## src/include/ppol_pkg.sv

```systemverilog
// Shared constants and types of the pulse pattern output latch
package ppol_pkg;

   // ************************************************************
   // Bus and data widths
   // ************************************************************
   localparam int PPOL_DW = 32;
   localparam int PPOL_AW = 8;
   localparam int PPOL_RW = 8;
   localparam int PPOL_NIB_W = 4;
   localparam int PPOL_CM_N = 4;
   localparam int PPOL_SEL_W = 2;

   // ************************************************************
   // Register byte offsets
   // ************************************************************
   localparam logic [7:0] PPOL_OFF_OUT_CTRL = 8'h00;
   localparam logic [7:0] PPOL_OFF_OUT_MODE = 8'h04;
   localparam logic [7:0] PPOL_OFF_NEN_HIGH = 8'h08;
   localparam logic [7:0] PPOL_OFF_NEN_LOW = 8'h0C;
   localparam logic [7:0] PPOL_OFF_LVL_HIGH = 8'h10;
   localparam logic [7:0] PPOL_OFF_LVL_LOW = 8'h14;
   localparam logic [7:0] PPOL_OFF_NPAT_HIGH = 8'h18;
   localparam logic [7:0] PPOL_OFF_NPAT_LOW = 8'h1C;

   // ************************************************************
   // Field positions of the output control register
   // ************************************************************
   localparam int PPOL_G2_SEL_LSB = 0;
   localparam int PPOL_G3_SEL_LSB = 2;

   // ************************************************************
   // Reset values
   // ************************************************************
   localparam logic [7:0] PPOL_RST_BYTE = 8'h00;
   localparam logic [31:0] PPOL_RST_WORD = 32'h00000000;

   // ************************************************************
   // Bus answer states
   // ************************************************************
   typedef enum logic [2:0]
   {
      PPOL_IDLE = 3'b001,
      PPOL_WAIT = 3'b010,
      PPOL_DONE = 3'b100
   } ppol_state_t;

   // ************************************************************
   // Control bundle for one 4-bit latch slice
   // ************************************************************
   typedef struct packed
   {
      logic trig;
      logic [PPOL_NIB_W-1:0] en;
      logic [PPOL_NIB_W-1:0] nxt;
      logic wr;
      logic [PPOL_NIB_W-1:0] wdata;
   } ppol_nib_ctl_t;

endpackage : ppol_pkg

```

## src/rtl/ppol_top.sv

```systemverilog
// Pulse pattern output latch: APB registers, trigger selection, pins
//
// How it works
// - Eight outputs form group 2 and group 3 of four bits, each with its own trigger.
// - Group 3 drives pattern pins 15 to 12 and group 2 drives pins 11 to 8.
// - Two 8-bit read/write enable registers switch trigger transfer per bit; only the high one also switches pin output.
// - A pin shows its pattern bit only when its enable bit and direction bit are 1.
// - A trigger copies each enabled next-pattern bit into its output level bit.
// - Output level bits whose enable is clear keep their value on a trigger.
// - Output level registers are 8 bits; the high one holds the levels being presented on pins 15 to 8.
// - An enabled output level bit ignores CPU writes and changes only by trigger.
// - A disabled output level bit accepts CPU writes to preset its level.
// - Enable and output level registers read 0 after reset.
// - Two 8-bit read/write next-pattern registers hold the next pattern.
// - The low output level register works like the high one, but the group 2 trigger transfers both of its nibbles.
//
// The APB register port and the register offsets were decided locally.
`timescale 1ns/100ps
`default_nettype none

module ppol_top
#(
   parameter int CM_N = ppol_pkg::PPOL_CM_N
)
(
   // Clock and reset
   input wire logic clk,
   input wire logic rst_n,
   // APB slave
   input wire logic psel,
   input wire logic penable,
   input wire logic pwrite,
   input wire logic [ppol_pkg::PPOL_AW-1:0] paddr,
   input wire logic [ppol_pkg::PPOL_DW-1:0] pwdata,
   output logic [ppol_pkg::PPOL_DW-1:0] prdata,
   output logic pready,
   output logic pslverr,
   // Timer compare-match events
   input wire logic [CM_N-1:0] compare_match,
   // Port direction bits of pins 15 to 8
   input wire logic [7:0] port_dir,
   // Pattern pins 15 to 8
   output logic [7:0] pattern_out,
   output logic [7:0] pattern_oe
);

   // ************************************************************
   // Decoding helpers
   // ************************************************************
   function automatic logic addr_is
   (
      input logic [ppol_pkg::PPOL_AW-1:0] a,
      input logic [7:0] off
   );
      addr_is = (a == off);
   endfunction : addr_is

   function automatic logic pick_line
   (
      input logic [CM_N-1:0] lines,
      input logic [ppol_pkg::PPOL_SEL_W-1:0] sel
   );
      pick_line = (32'(sel) < CM_N) ? lines[sel] : 1'b0;
   endfunction : pick_line

   // ************************************************************
   // Declarations
   // ************************************************************
   ppol_pkg::ppol_state_t state_reg;
   ppol_pkg::ppol_state_t state_next;
   logic [7:0] out_ctrl_reg;
   logic [7:0] out_mode_reg;
   logic [7:0] nen_high_reg;
   logic [7:0] nen_low_reg;
   logic [7:0] npat_high_reg;
   logic [7:0] npat_low_reg;
   logic [ppol_pkg::PPOL_DW-1:0] prdata_reg;
   logic pready_reg;
   logic pslverr_reg;
   logic [7:0] pat_out_reg;
   logic [7:0] pat_oe_reg;
   logic cm_g2_prev_reg;
   logic cm_g3_prev_reg;
   logic [7:0] lvl_high;
   logic [7:0] lvl_low;
   logic hit_ctrl;
   logic hit_mode;
   logic hit_nen_h;
   logic hit_nen_l;
   logic hit_lvl_h;
   logic hit_lvl_l;
   logic hit_npat_h;
   logic hit_npat_l;
   logic hit_any;
   logic commit;
   logic wr_commit;
   logic [7:0] wbyte;
   logic [7:0] rd_byte;
   logic cm_g2;
   logic cm_g3;
   logic trig_g2;
   logic trig_g3;
   logic [3:0] nib_trig;
   logic [3:0] nib_wr;
   logic [15:0] all_en;
   logic [15:0] all_nxt;
   logic [15:0] all_lvl;

   // ************************************************************
   // Address decode
   // ************************************************************
   assign hit_ctrl = addr_is(paddr, ppol_pkg::PPOL_OFF_OUT_CTRL);
   assign hit_mode = addr_is(paddr, ppol_pkg::PPOL_OFF_OUT_MODE);
   assign hit_nen_h = addr_is(paddr, ppol_pkg::PPOL_OFF_NEN_HIGH);
   assign hit_nen_l = addr_is(paddr, ppol_pkg::PPOL_OFF_NEN_LOW);
   assign hit_lvl_h = addr_is(paddr, ppol_pkg::PPOL_OFF_LVL_HIGH);
   assign hit_lvl_l = addr_is(paddr, ppol_pkg::PPOL_OFF_LVL_LOW);
   assign hit_npat_h = addr_is(paddr, ppol_pkg::PPOL_OFF_NPAT_HIGH);
   assign hit_npat_l = addr_is(paddr, ppol_pkg::PPOL_OFF_NPAT_LOW);
   assign hit_any = hit_ctrl | hit_mode | hit_nen_h | hit_nen_l |
      hit_lvl_h | hit_lvl_l | hit_npat_h | hit_npat_l;

   // ************************************************************
   // Read selection
   // ************************************************************
   // Upper 24 bits always read as zero
   assign rd_byte = hit_ctrl ? out_ctrl_reg :
      hit_mode ? out_mode_reg :
      hit_nen_h ? nen_high_reg :
      hit_nen_l ? nen_low_reg :
      hit_lvl_h ? lvl_high :
      hit_lvl_l ? lvl_low :
      hit_npat_h ? npat_high_reg :
      hit_npat_l ? npat_low_reg :
      ppol_pkg::PPOL_RST_BYTE;

   // ************************************************************
   // Bus answer sequence
   // ************************************************************
   // Fixed two-cycle access phase; writes land when pready is seen
   assign commit = (state_reg == ppol_pkg::PPOL_DONE) & psel & penable;
   assign wr_commit = commit & pwrite & hit_any;
   assign wbyte = pwdata[7:0];

   always_comb
   begin
      state_next = state_reg;
      case (state_reg)
         ppol_pkg::PPOL_IDLE:
         begin
            if (psel)
            begin
               state_next = ppol_pkg::PPOL_WAIT;
            end
         end
         ppol_pkg::PPOL_WAIT:
         begin
            if (psel & penable)
            begin
               state_next = ppol_pkg::PPOL_DONE;
            end
            else if (!psel)
            begin
               state_next = ppol_pkg::PPOL_IDLE;
            end
         end
         ppol_pkg::PPOL_DONE:
         begin
            state_next = ppol_pkg::PPOL_IDLE;
         end
         default:
         begin
            state_next = ppol_pkg::PPOL_IDLE;
         end
      endcase
   end

   always_ff @(posedge clk or negedge rst_n)
   begin
      if (!rst_n)
      begin
         state_reg <= ppol_pkg::PPOL_IDLE;
      end
      else
      begin
         state_reg <= state_next;
      end
   end

   always_ff @(posedge clk or negedge rst_n)
   begin
      if (!rst_n)
      begin
         pready_reg <= 1'b0;
         pslverr_reg <= 1'b0;
         prdata_reg <= ppol_pkg::PPOL_RST_WORD;
      end
      else
      begin
         pready_reg <= (state_reg == ppol_pkg::PPOL_WAIT) & psel & penable;
         pslverr_reg <= (state_reg == ppol_pkg::PPOL_WAIT) & psel & penable & ~hit_any;
         if ((state_reg == ppol_pkg::PPOL_WAIT) & psel & penable)
         begin
            prdata_reg <= {24'h000000, rd_byte};
         end
      end
   end

   // ************************************************************
   // Plain read/write registers
   // ************************************************************
   always_ff @(posedge clk or negedge rst_n)
   begin
      if (!rst_n)
      begin
         out_ctrl_reg <= ppol_pkg::PPOL_RST_BYTE;
         out_mode_reg <= ppol_pkg::PPOL_RST_BYTE;
      end
      else
      begin
         if (wr_commit & hit_ctrl)
         begin
            out_ctrl_reg <= wbyte;
         end
         if (wr_commit & hit_mode)
         begin
            out_mode_reg <= wbyte;
         end
      end
   end

   always_ff @(posedge clk or negedge rst_n)
   begin
      if (!rst_n)
      begin
         nen_high_reg <= ppol_pkg::PPOL_RST_BYTE;
         nen_low_reg <= ppol_pkg::PPOL_RST_BYTE;
      end
      else
      begin
         if (wr_commit & hit_nen_h)
         begin
            nen_high_reg <= wbyte;
         end
         if (wr_commit & hit_nen_l)
         begin
            nen_low_reg <= wbyte;
         end
      end
   end

   always_ff @(posedge clk or negedge rst_n)
   begin
      if (!rst_n)
      begin
         npat_high_reg <= ppol_pkg::PPOL_RST_BYTE;
         npat_low_reg <= ppol_pkg::PPOL_RST_BYTE;
      end
      else
      begin
         if (wr_commit & hit_npat_h)
         begin
            npat_high_reg <= wbyte;
         end
         if (wr_commit & hit_npat_l)
         begin
            npat_low_reg <= wbyte;
         end
      end
   end

   // ************************************************************
   // Output triggers
   // ************************************************************
   // Edge taken so a held match line cannot retrigger
   assign cm_g2 = pick_line(compare_match,
      out_ctrl_reg[ppol_pkg::PPOL_G2_SEL_LSB +: ppol_pkg::PPOL_SEL_W]);
   assign cm_g3 = pick_line(compare_match,
      out_ctrl_reg[ppol_pkg::PPOL_G3_SEL_LSB +: ppol_pkg::PPOL_SEL_W]);
   assign trig_g2 = cm_g2 & ~cm_g2_prev_reg;
   assign trig_g3 = cm_g3 & ~cm_g3_prev_reg;

   always_ff @(posedge clk or negedge rst_n)
   begin
      if (!rst_n)
      begin
         cm_g2_prev_reg <= 1'b0;
         cm_g3_prev_reg <= 1'b0;
      end
      else
      begin
         cm_g2_prev_reg <= cm_g2;
         cm_g3_prev_reg <= cm_g3;
      end
   end

   // ************************************************************
   // Level latch slices
   // ************************************************************
   // Slice 3 is group 3, slice 2 is group 2; low byte slices follow group 2
   assign nib_trig = {trig_g3, trig_g2, trig_g2, trig_g2};
   assign nib_wr = {{2{wr_commit & hit_lvl_h}}, {2{wr_commit & hit_lvl_l}}};
   assign all_en = {nen_high_reg, nen_low_reg};
   assign all_nxt = {npat_high_reg, npat_low_reg};

   genvar gi;
   generate
      for (gi = 0; gi < 4; gi++)
      begin : g_slice
         ppol_pkg::ppol_nib_ctl_t slice_ctl;
         assign slice_ctl.trig = nib_trig[gi];
         assign slice_ctl.en = all_en[gi*4 +: 4];
         assign slice_ctl.nxt = all_nxt[gi*4 +: 4];
         assign slice_ctl.wr = nib_wr[gi];
         assign slice_ctl.wdata = pwdata[(gi%2)*4 +: 4];
         ppol_latch u_latch
         (
            .clk(clk),
            .rst_n(rst_n),
            .ctl(slice_ctl),
            .level(all_lvl[gi*4 +: 4])
         );
      end
   endgenerate

   assign lvl_high = all_lvl[15:8];
   assign lvl_low = all_lvl[7:0];

   // ************************************************************
   // Pattern pins
   // ************************************************************
   // Group 3 on bits 7:4 (pins 15..12), group 2 on bits 3:0 (pins 11..8)
   always_ff @(posedge clk or negedge rst_n)
   begin
      if (!rst_n)
      begin
         pat_out_reg <= ppol_pkg::PPOL_RST_BYTE;
         pat_oe_reg <= ppol_pkg::PPOL_RST_BYTE;
      end
      else
      begin
         pat_out_reg <= lvl_high & nen_high_reg & port_dir;
         pat_oe_reg <= nen_high_reg & port_dir;
      end
   end

   // ************************************************************
   // Outputs
   // ************************************************************
   assign pattern_out = pat_out_reg;
   assign pattern_oe = pat_oe_reg;
   assign prdata = prdata_reg;
   assign pready = pready_reg;
   assign pslverr = pslverr_reg;

endmodule : ppol_top

`default_nettype wire

```

## src/rtl/ppol_latch.sv

```systemverilog
// One 4-bit slice of output levels with trigger transfer and CPU preset
`timescale 1ns/100ps
`default_nettype none

module ppol_latch
(
   // Clock and reset
   input wire logic clk,
   input wire logic rst_n,
   // Control
   input wire ppol_pkg::ppol_nib_ctl_t ctl,
   // Held levels
   output logic [ppol_pkg::PPOL_NIB_W-1:0] level
);

   logic [ppol_pkg::PPOL_NIB_W-1:0] level_reg;
   logic [ppol_pkg::PPOL_NIB_W-1:0] level_next;
   logic [ppol_pkg::PPOL_NIB_W-1:0] en_part;
   logic [ppol_pkg::PPOL_NIB_W-1:0] dis_part;

   // ************************************************************
   // Next value
   // ************************************************************
   // Enabled bits follow the trigger and ignore the CPU
   assign en_part = ctl.trig ? ctl.nxt : level_reg;
   // Disabled bits hold on a trigger and take CPU presets
   assign dis_part = ctl.wr ? ctl.wdata : level_reg;
   assign level_next = (ctl.en & en_part) | (~ctl.en & dis_part);

   // ************************************************************
   // Storage
   // ************************************************************
   always_ff @(posedge clk or negedge rst_n)
   begin
      if (!rst_n)
      begin
         level_reg <= ppol_pkg::PPOL_RST_BYTE[ppol_pkg::PPOL_NIB_W-1:0];
      end
      else
      begin
         level_reg <= level_next;
      end
   end

   assign level = level_reg;

endmodule : ppol_latch

`default_nettype wire

```

## config.mk

```make
export PLATFORM = sky130hd
export DESIGN_NAME = ppol_top
export DESIGN_NICKNAME = d
export VERILOG_FILES = /design/src/include/ppol_pkg.sv /design/src/rtl/ppol_top.sv /design/src/rtl/ppol_latch.sv
export SDC_FILE = /design/constraint.sdc
export NUM_CORES = 1
export LEC_CHECK = 0
export BUFFER_PORTS_ARGS = -buffer_cell sky130_fd_sc_hd__buf_2
export CAP_MARGIN = 40
export CORE_MARGIN = 4
export CORE_UTILIZATION = 25
export DETAILED_ROUTE_END_ITERATION = 12
export GPL_TIMING_DRIVEN = 1
export HOLD_SLACK_MARGIN = 0.03
export SLEW_MARGIN = 40
export SYNTH_ARGS = -nofsm -noshare
export SYNTH_HDL_FRONTEND = slang
export SYNTH_SLANG_ARGS = --single-unit
export TNS_END_PERCENT = 20
```

## constraint.sdc

```tcl
create_clock -name clk -period 2.5 [get_ports clk]
set_input_delay 0.75 -clock clk [delete_from_list [all_inputs] [get_ports clk]]
set_output_delay 0.75 -clock clk [all_outputs]
set_load 0.05 [all_outputs]
```

[Word-level counts from Yosys, hierarchy flattened]
Index checks and enable logic that the tools add are counted.
Operators by class
  reductions and logical operators: 2
  shift operators: 0
  equal/unequal tests: 12
  div/mod/pow operators: 0
  multipliers: 0
  mux-type cells: 24
  bitwise gates (word level): 47
  magnitude comparators: 2
  add/subtract/negate cells: 0
Operator list (number)
  $mux 8: 8
  $and 4x4->4: 8
  $eq 8x5->1 const B: 4
  $mux 4: 8
  $and 8x8->8: 3
  $and 1x1->1: 18
  $eq 8x4->1 const B: 2
  $not 4->4: 4
  $or 4x4->4: 4
  $mux 3: 3
  $eq 8x3->1 const B: 1
  $logic_not 8->1: 1
  $or 1x1->1: 7
  $lt 2x3->1 const B: 2
  $pmux 3 s2: 1
  $bmux 1 s2: 2
  $eq 3x1->1 const B: 1
  $eq 3x2->1 const B: 1
  $eq 3x3->1 const B: 1
  $ne 3x3->1 const B: 1
  $not 1->1: 3
  $mux 1: 2
  $ne 2x2->1 const B: 1
  $reduce_and 2->1: 1
Word-level totals
  latch bits: 0
  register bits: 95
  input port bits: 57
  bits in read-only memories: 0
  memory bits (writable): 0
  memories kept: 0

[Logic depth before layout (Yosys ltp)]
  word-level depth: 13
  gate-level depth with buffers: 7

[Modules after synthesis]
A second synthesis with hierarchy kept.
Second synthesis, totals
  cell total of the unflattened synthesis: 410
  area, all modules: 4911.0 um^2
Modules (own cells, without submodules)
  ppol_top: sequential area each 1978.1 um^2, cells an instance 338, area an instance 3990.1 um^2, times used 1
  ppol_latch: sequential area each 100.1 um^2, cells an instance 18, area an instance 230.2 um^2, times used 4

[Least setup slack after synthesis]
OpenSTA, ideal clock, no wires.
  kind: input to register
  start: input port paddr[7] (netlist name)
  end: register nen_low_reg[0]
  arrival: 2200 ps
  setup slack: 175 ps
  stages: 5
  library setup time: 125 ps
  required time: 2375 ps
  cell sequence: or4_4 nor3_4 and4_1 buf_4 mux2_2
Between the ends
  longest elaborated chain between the ends: 10
  elaborated cells between the ends (all ways): 17
  classes of those cells: eq/ne: 7; bitwise: 9; reduce/logical: 1
Ends and longest elaborated chain
  from (decl): RTL line ppol_top.sv:33  | input wire logic [ppol_pkg::PPOL_AW-1:0] paddr,
  $eq 8x3->1 / $logic_not 8->1 (equally long branches): RTL line ppol_top.sv:55  | addr_is = (a == off);
  $or 1x1->1 (4 in a row): RTL line ppol_top.sv:120  | assign hit_any = hit_ctrl | hit_mode | hit_nen_h | hit_nen_l |
  $or 1x1->1 (3 in a row): RTL line ppol_top.sv:121  | hit_lvl_h | hit_lvl_l | hit_npat_h | hit_npat_l;
  $and 1x1->1: RTL line ppol_top.sv:142  | assign wr_commit = commit & pwrite & hit_any;
  $and 1x1->1 (*): RTL line ppol_top.sv:245  | if (wr_commit & hit_nen_l)
  to (signal assigned): RTL line ppol_top.sv:237  | nen_low_reg <= ppol_pkg::PPOL_RST_BYTE;
  to (signal assigned): RTL line ppol_top.sv:247  | nen_low_reg <= wbyte;
  to (decl): RTL line ppol_top.sv:74  | logic [7:0] nen_low_reg;
Every way passes the cells marked *; elsewhere a longest branch is shown, timed or not.
A chain may end at the register's enable or synchronous reset.

[Worst setup path after layout]
  start: input port paddr[7] (netlist name)
  end: register out_ctrl_reg[6]
Between the ends
  longest elaborated chain between the ends: 10
  elaborated cells between the ends (all ways): 17
  classes of those cells: eq/ne: 7; bitwise: 9; reduce/logical: 1
Ends and longest elaborated chain
  $eq 8x3->1 / $logic_not 8->1 (equally long branches): RTL line ppol_top.sv:55
  $or 1x1->1 (4 in a row): RTL line ppol_top.sv:120
  $or 1x1->1 (3 in a row): RTL line ppol_top.sv:121
  $and 1x1->1: RTL line ppol_top.sv:142
  $and 1x1->1 (*): RTL line ppol_top.sv:221  | if (wr_commit & hit_ctrl)
  to (signal assigned): RTL line ppol_top.sv:216  | out_ctrl_reg <= ppol_pkg::PPOL_RST_BYTE;
  to (signal assigned): RTL line ppol_top.sv:223  | out_ctrl_reg <= wbyte;
  to (decl): RTL line ppol_top.sv:71  | logic [7:0] out_ctrl_reg;
Marks and branches as above.

==> impl_metrics.tcl <==
set metrics [dict create \
    status "complete, no violations" \
    grt_remaining_overflow 0 \
    yosysTopAreaCell "dfrtp_1" \
    synthTopCellsByCount "dfrtp_1, mux2_2, buf_4" \
    synth.most_common_cell "dfrtp_1" \
    use_met2_pct 21.2 \
    ant_nets 0 \
    timing.final.crit_share_pct 87.5 \
    cts_inserted_buffers 9 \
    gp_congestion 0.850 \
    instances_no_fill 770 \
    hold_violations 0 \
    path_class "in -> reg" \
    ctsResizeCount 0 \
    yosys_warnings 0 \
    cp_max_fo 17 \
    initial_utilization_pct 25.5 \
    dp_cells 754 \
    synthArstFlopShare_pct 100 \
    worst_pin_slew_ns 0.592 \
    clock_latency_ns 0.35 \
    synth_ff_type "dfrtp_1" \
    pwr-share-clk_pct 41.6 \
    synth_cells 411 \
    dp_hpwl_um 9910 \
    seq_area_frac_synth_pct 48.0 \
    grt_antenna_before_repair 0 \
    grt_usage_pct 12.5 \
    die_x_um 149 \
    area_delta_synth_final_pct 22.2 \
    dieArea_mm2 0.0221 \
    cts_hold_buffers 0 \
    power_density_mw_per_mm2 582 \
    critPathRequiredTime_ns 2.73 \
    drc 0 \
    use_met1_pct 15.0 \
    finalMaxSlewViolations 0 \
    clock_sinks 95 \
    fin_ws_ns 0.313 \
    drive_gt1_share_pct 39.0 \
    max_cap_violations 0 \
    dpl_worst_slack_ns -0.0522 \
    global_route.usage.met3_pct 3.34 \
    synth_area_mm2 0.00496 \
    hold_path_class "in -> async" \
    timing.rr.start "out_ctrl_reg[0]" \
    synth_cell_type_count 50 \
    grt_max_degree 41 \
    core.rowCount 51 \
    power_switching_share_pct 27.1 \
    synth_area_leaders "dfrtp_1, mux2_2, buf_4" \
    period_minus_slack_ns 2.19 \
    setup_viol 0 \
    vias 3691 \
    synth_top_area_share_pct 47.5 \
    wl_per_cell_um 17.4 \
    wirelength_um 13400 \
    drtIter0Drc 192 \
    ctsLongestPathBuffers 2 \
    ctsRootBufferMaster "clkbuf_16" \
    p_int_uw 2570 \
    htree_levels 3 \
    cts_tree "yes" \
    busiest_layer "met2" \
    crit_path_start "paddr[7]" \
    timing.slew.headroom_pct 60.5 \
    design.portCount 107 \
    worstPathArrival_ns 2.41 \
    first_pass_iters 4 \
    place.port_buffers 58 \
    cp-start-kind "primary input" \
    cts_setup_buffers 0 \
    grt_setup_unrepaired "false" \
    grt_pass1_wl_um 21400 \
    core_area_mm2 0.0195 \
    finalSetupTns_ns 0 \
    clk_pin_slew_ns 0.07 \
    p_leak_uw 0.00292 \
    synth_seq_cells 95 \
    vdd_ir_drop_max_uv 284 \
    avgSynthCellArea_um2 12.1 \
    die_h_um 149 \
    fin_skew_ns 0.00826 \
    crit_path_end_kind "register" \
    pwr-share-comb_pct 13.0 \
    finalNetCount 557 \
    via_per_inst 4.79 \
    synth_edf_count 0 \
    antennaDiodeCount 0 \
    seqPwrFrac_pct 45.4 \
    switchingPower_uw 955 \
    grt_pass1_vias 3890 \
    clock.fmax_mhz 457 \
]
==> power groups by stage <==
| stage | combinational (uW) | clock, uW | sequential, uW |
|---|---|---|---|
| 2_1_floorplan | 221 | 0 | 1710 |
| 3_3_place_gp | 450 | 0 | 1630 |
| 3_5_place_dp | 461 | 0 | 1630 |
| 4_1_cts | 461 | 1510 | 1600 |
| 5_1_grt | 489 | 1580 | 1600 |
| 6_report | 458 | 1470 | 1600 |
==> path summary, 6_finish.rpt <==
kind                                    to  slack, ns  cells after the start
min in group clk           out_mode_reg[1]       0.51                      1
min reg2reg                out_mode_reg[1]       0.51                      1
max                        out_ctrl_reg[6]       0.31                      6
min                           state_reg[2]       0.39                      1
max in group asynchronous  out_ctrl_reg[5]       1.39                      2
max reg2reg                       register       0.39                      5
==> routing by layer <==
layer,part of all wire [%],up-vias
met3,5.9,21
met2,51,96
met1,40,1901
met4,2.4,0
li1,-,1673
met5,0,-
==> kinds of logic (layout without fill, tap and decap cells) <==
family          after synthesis  after routing  synth area share (%)
simple gates                104            104                  14.9
other cells                   1             24                0.0757
compound gates               74             74                  11.0
buf+inv                      52            123                  6.11
mux                          85             85                  19.9
flops                        95             95                  48.0
==> worst max-delay path: stages <==
cell and delay [ns]:
buf_2 0.12, nor3_1 0.25, and4_1 0.34, buf_4 0.27, nand2_1 0.32, mux2_2 0.37
==> cell type report <==
cell class | instances | area (um2)
repair buffers | 99 | 638
clock buffers | 10 | 229
well taps | 265 | 332
inverters | 8 | 30.0
multi-input cells | 287 | 2360
fillers | 1981 | 13400
flip-flops and latches | 95 | 2380
clock inverters | 6 | 86.3
==> stage by stage <==
stage | utilization [%] | hold WS [ns] | power (uW) | cell area (um2)
floorplan | - | 0.454 | 1930 | 5040
global placement | 29.5 | 0.477 | 2080 | 5740
finish | 31.1 | 0.392 | 3520 | 6050
global route | 31.1 | 0.422 | 3670 | 6050
detailed placement | 29.5 | 0.495 | 2090 | 5740
CTS | 31.1 | 0.411 | 3570 | 6050
==> cell usage in the layout, fill, tap and decap left out, types with 3 or more instances in the layout <==
master	synthesis	final
buf_12	0	3
and4b_1	13	13
o221ai_1	8	8
conb_1	1	24
nand2b_1	12	12
a211o_1	17	17
nand2_1	18	18
o211a_1	4	4
and2_1	9	9
nor2_1	3	3
and4_1	7	7
o21ai_0	3	3
mux4_2	4	4
and3_1	11	11
dfrtp_1	94	94
mux2i_1	12	12
nand3_1	6	6
mux2_2	69	69
a21oi_1	24	24
clkbuf_16	0	9
a221oi_1	3	3
inv_1	8	8
o2111ai_1	4	4
nor2b_1	9	9
buf_4	25	39
buf_2	11	57
(Power assumes the default switching activity.)
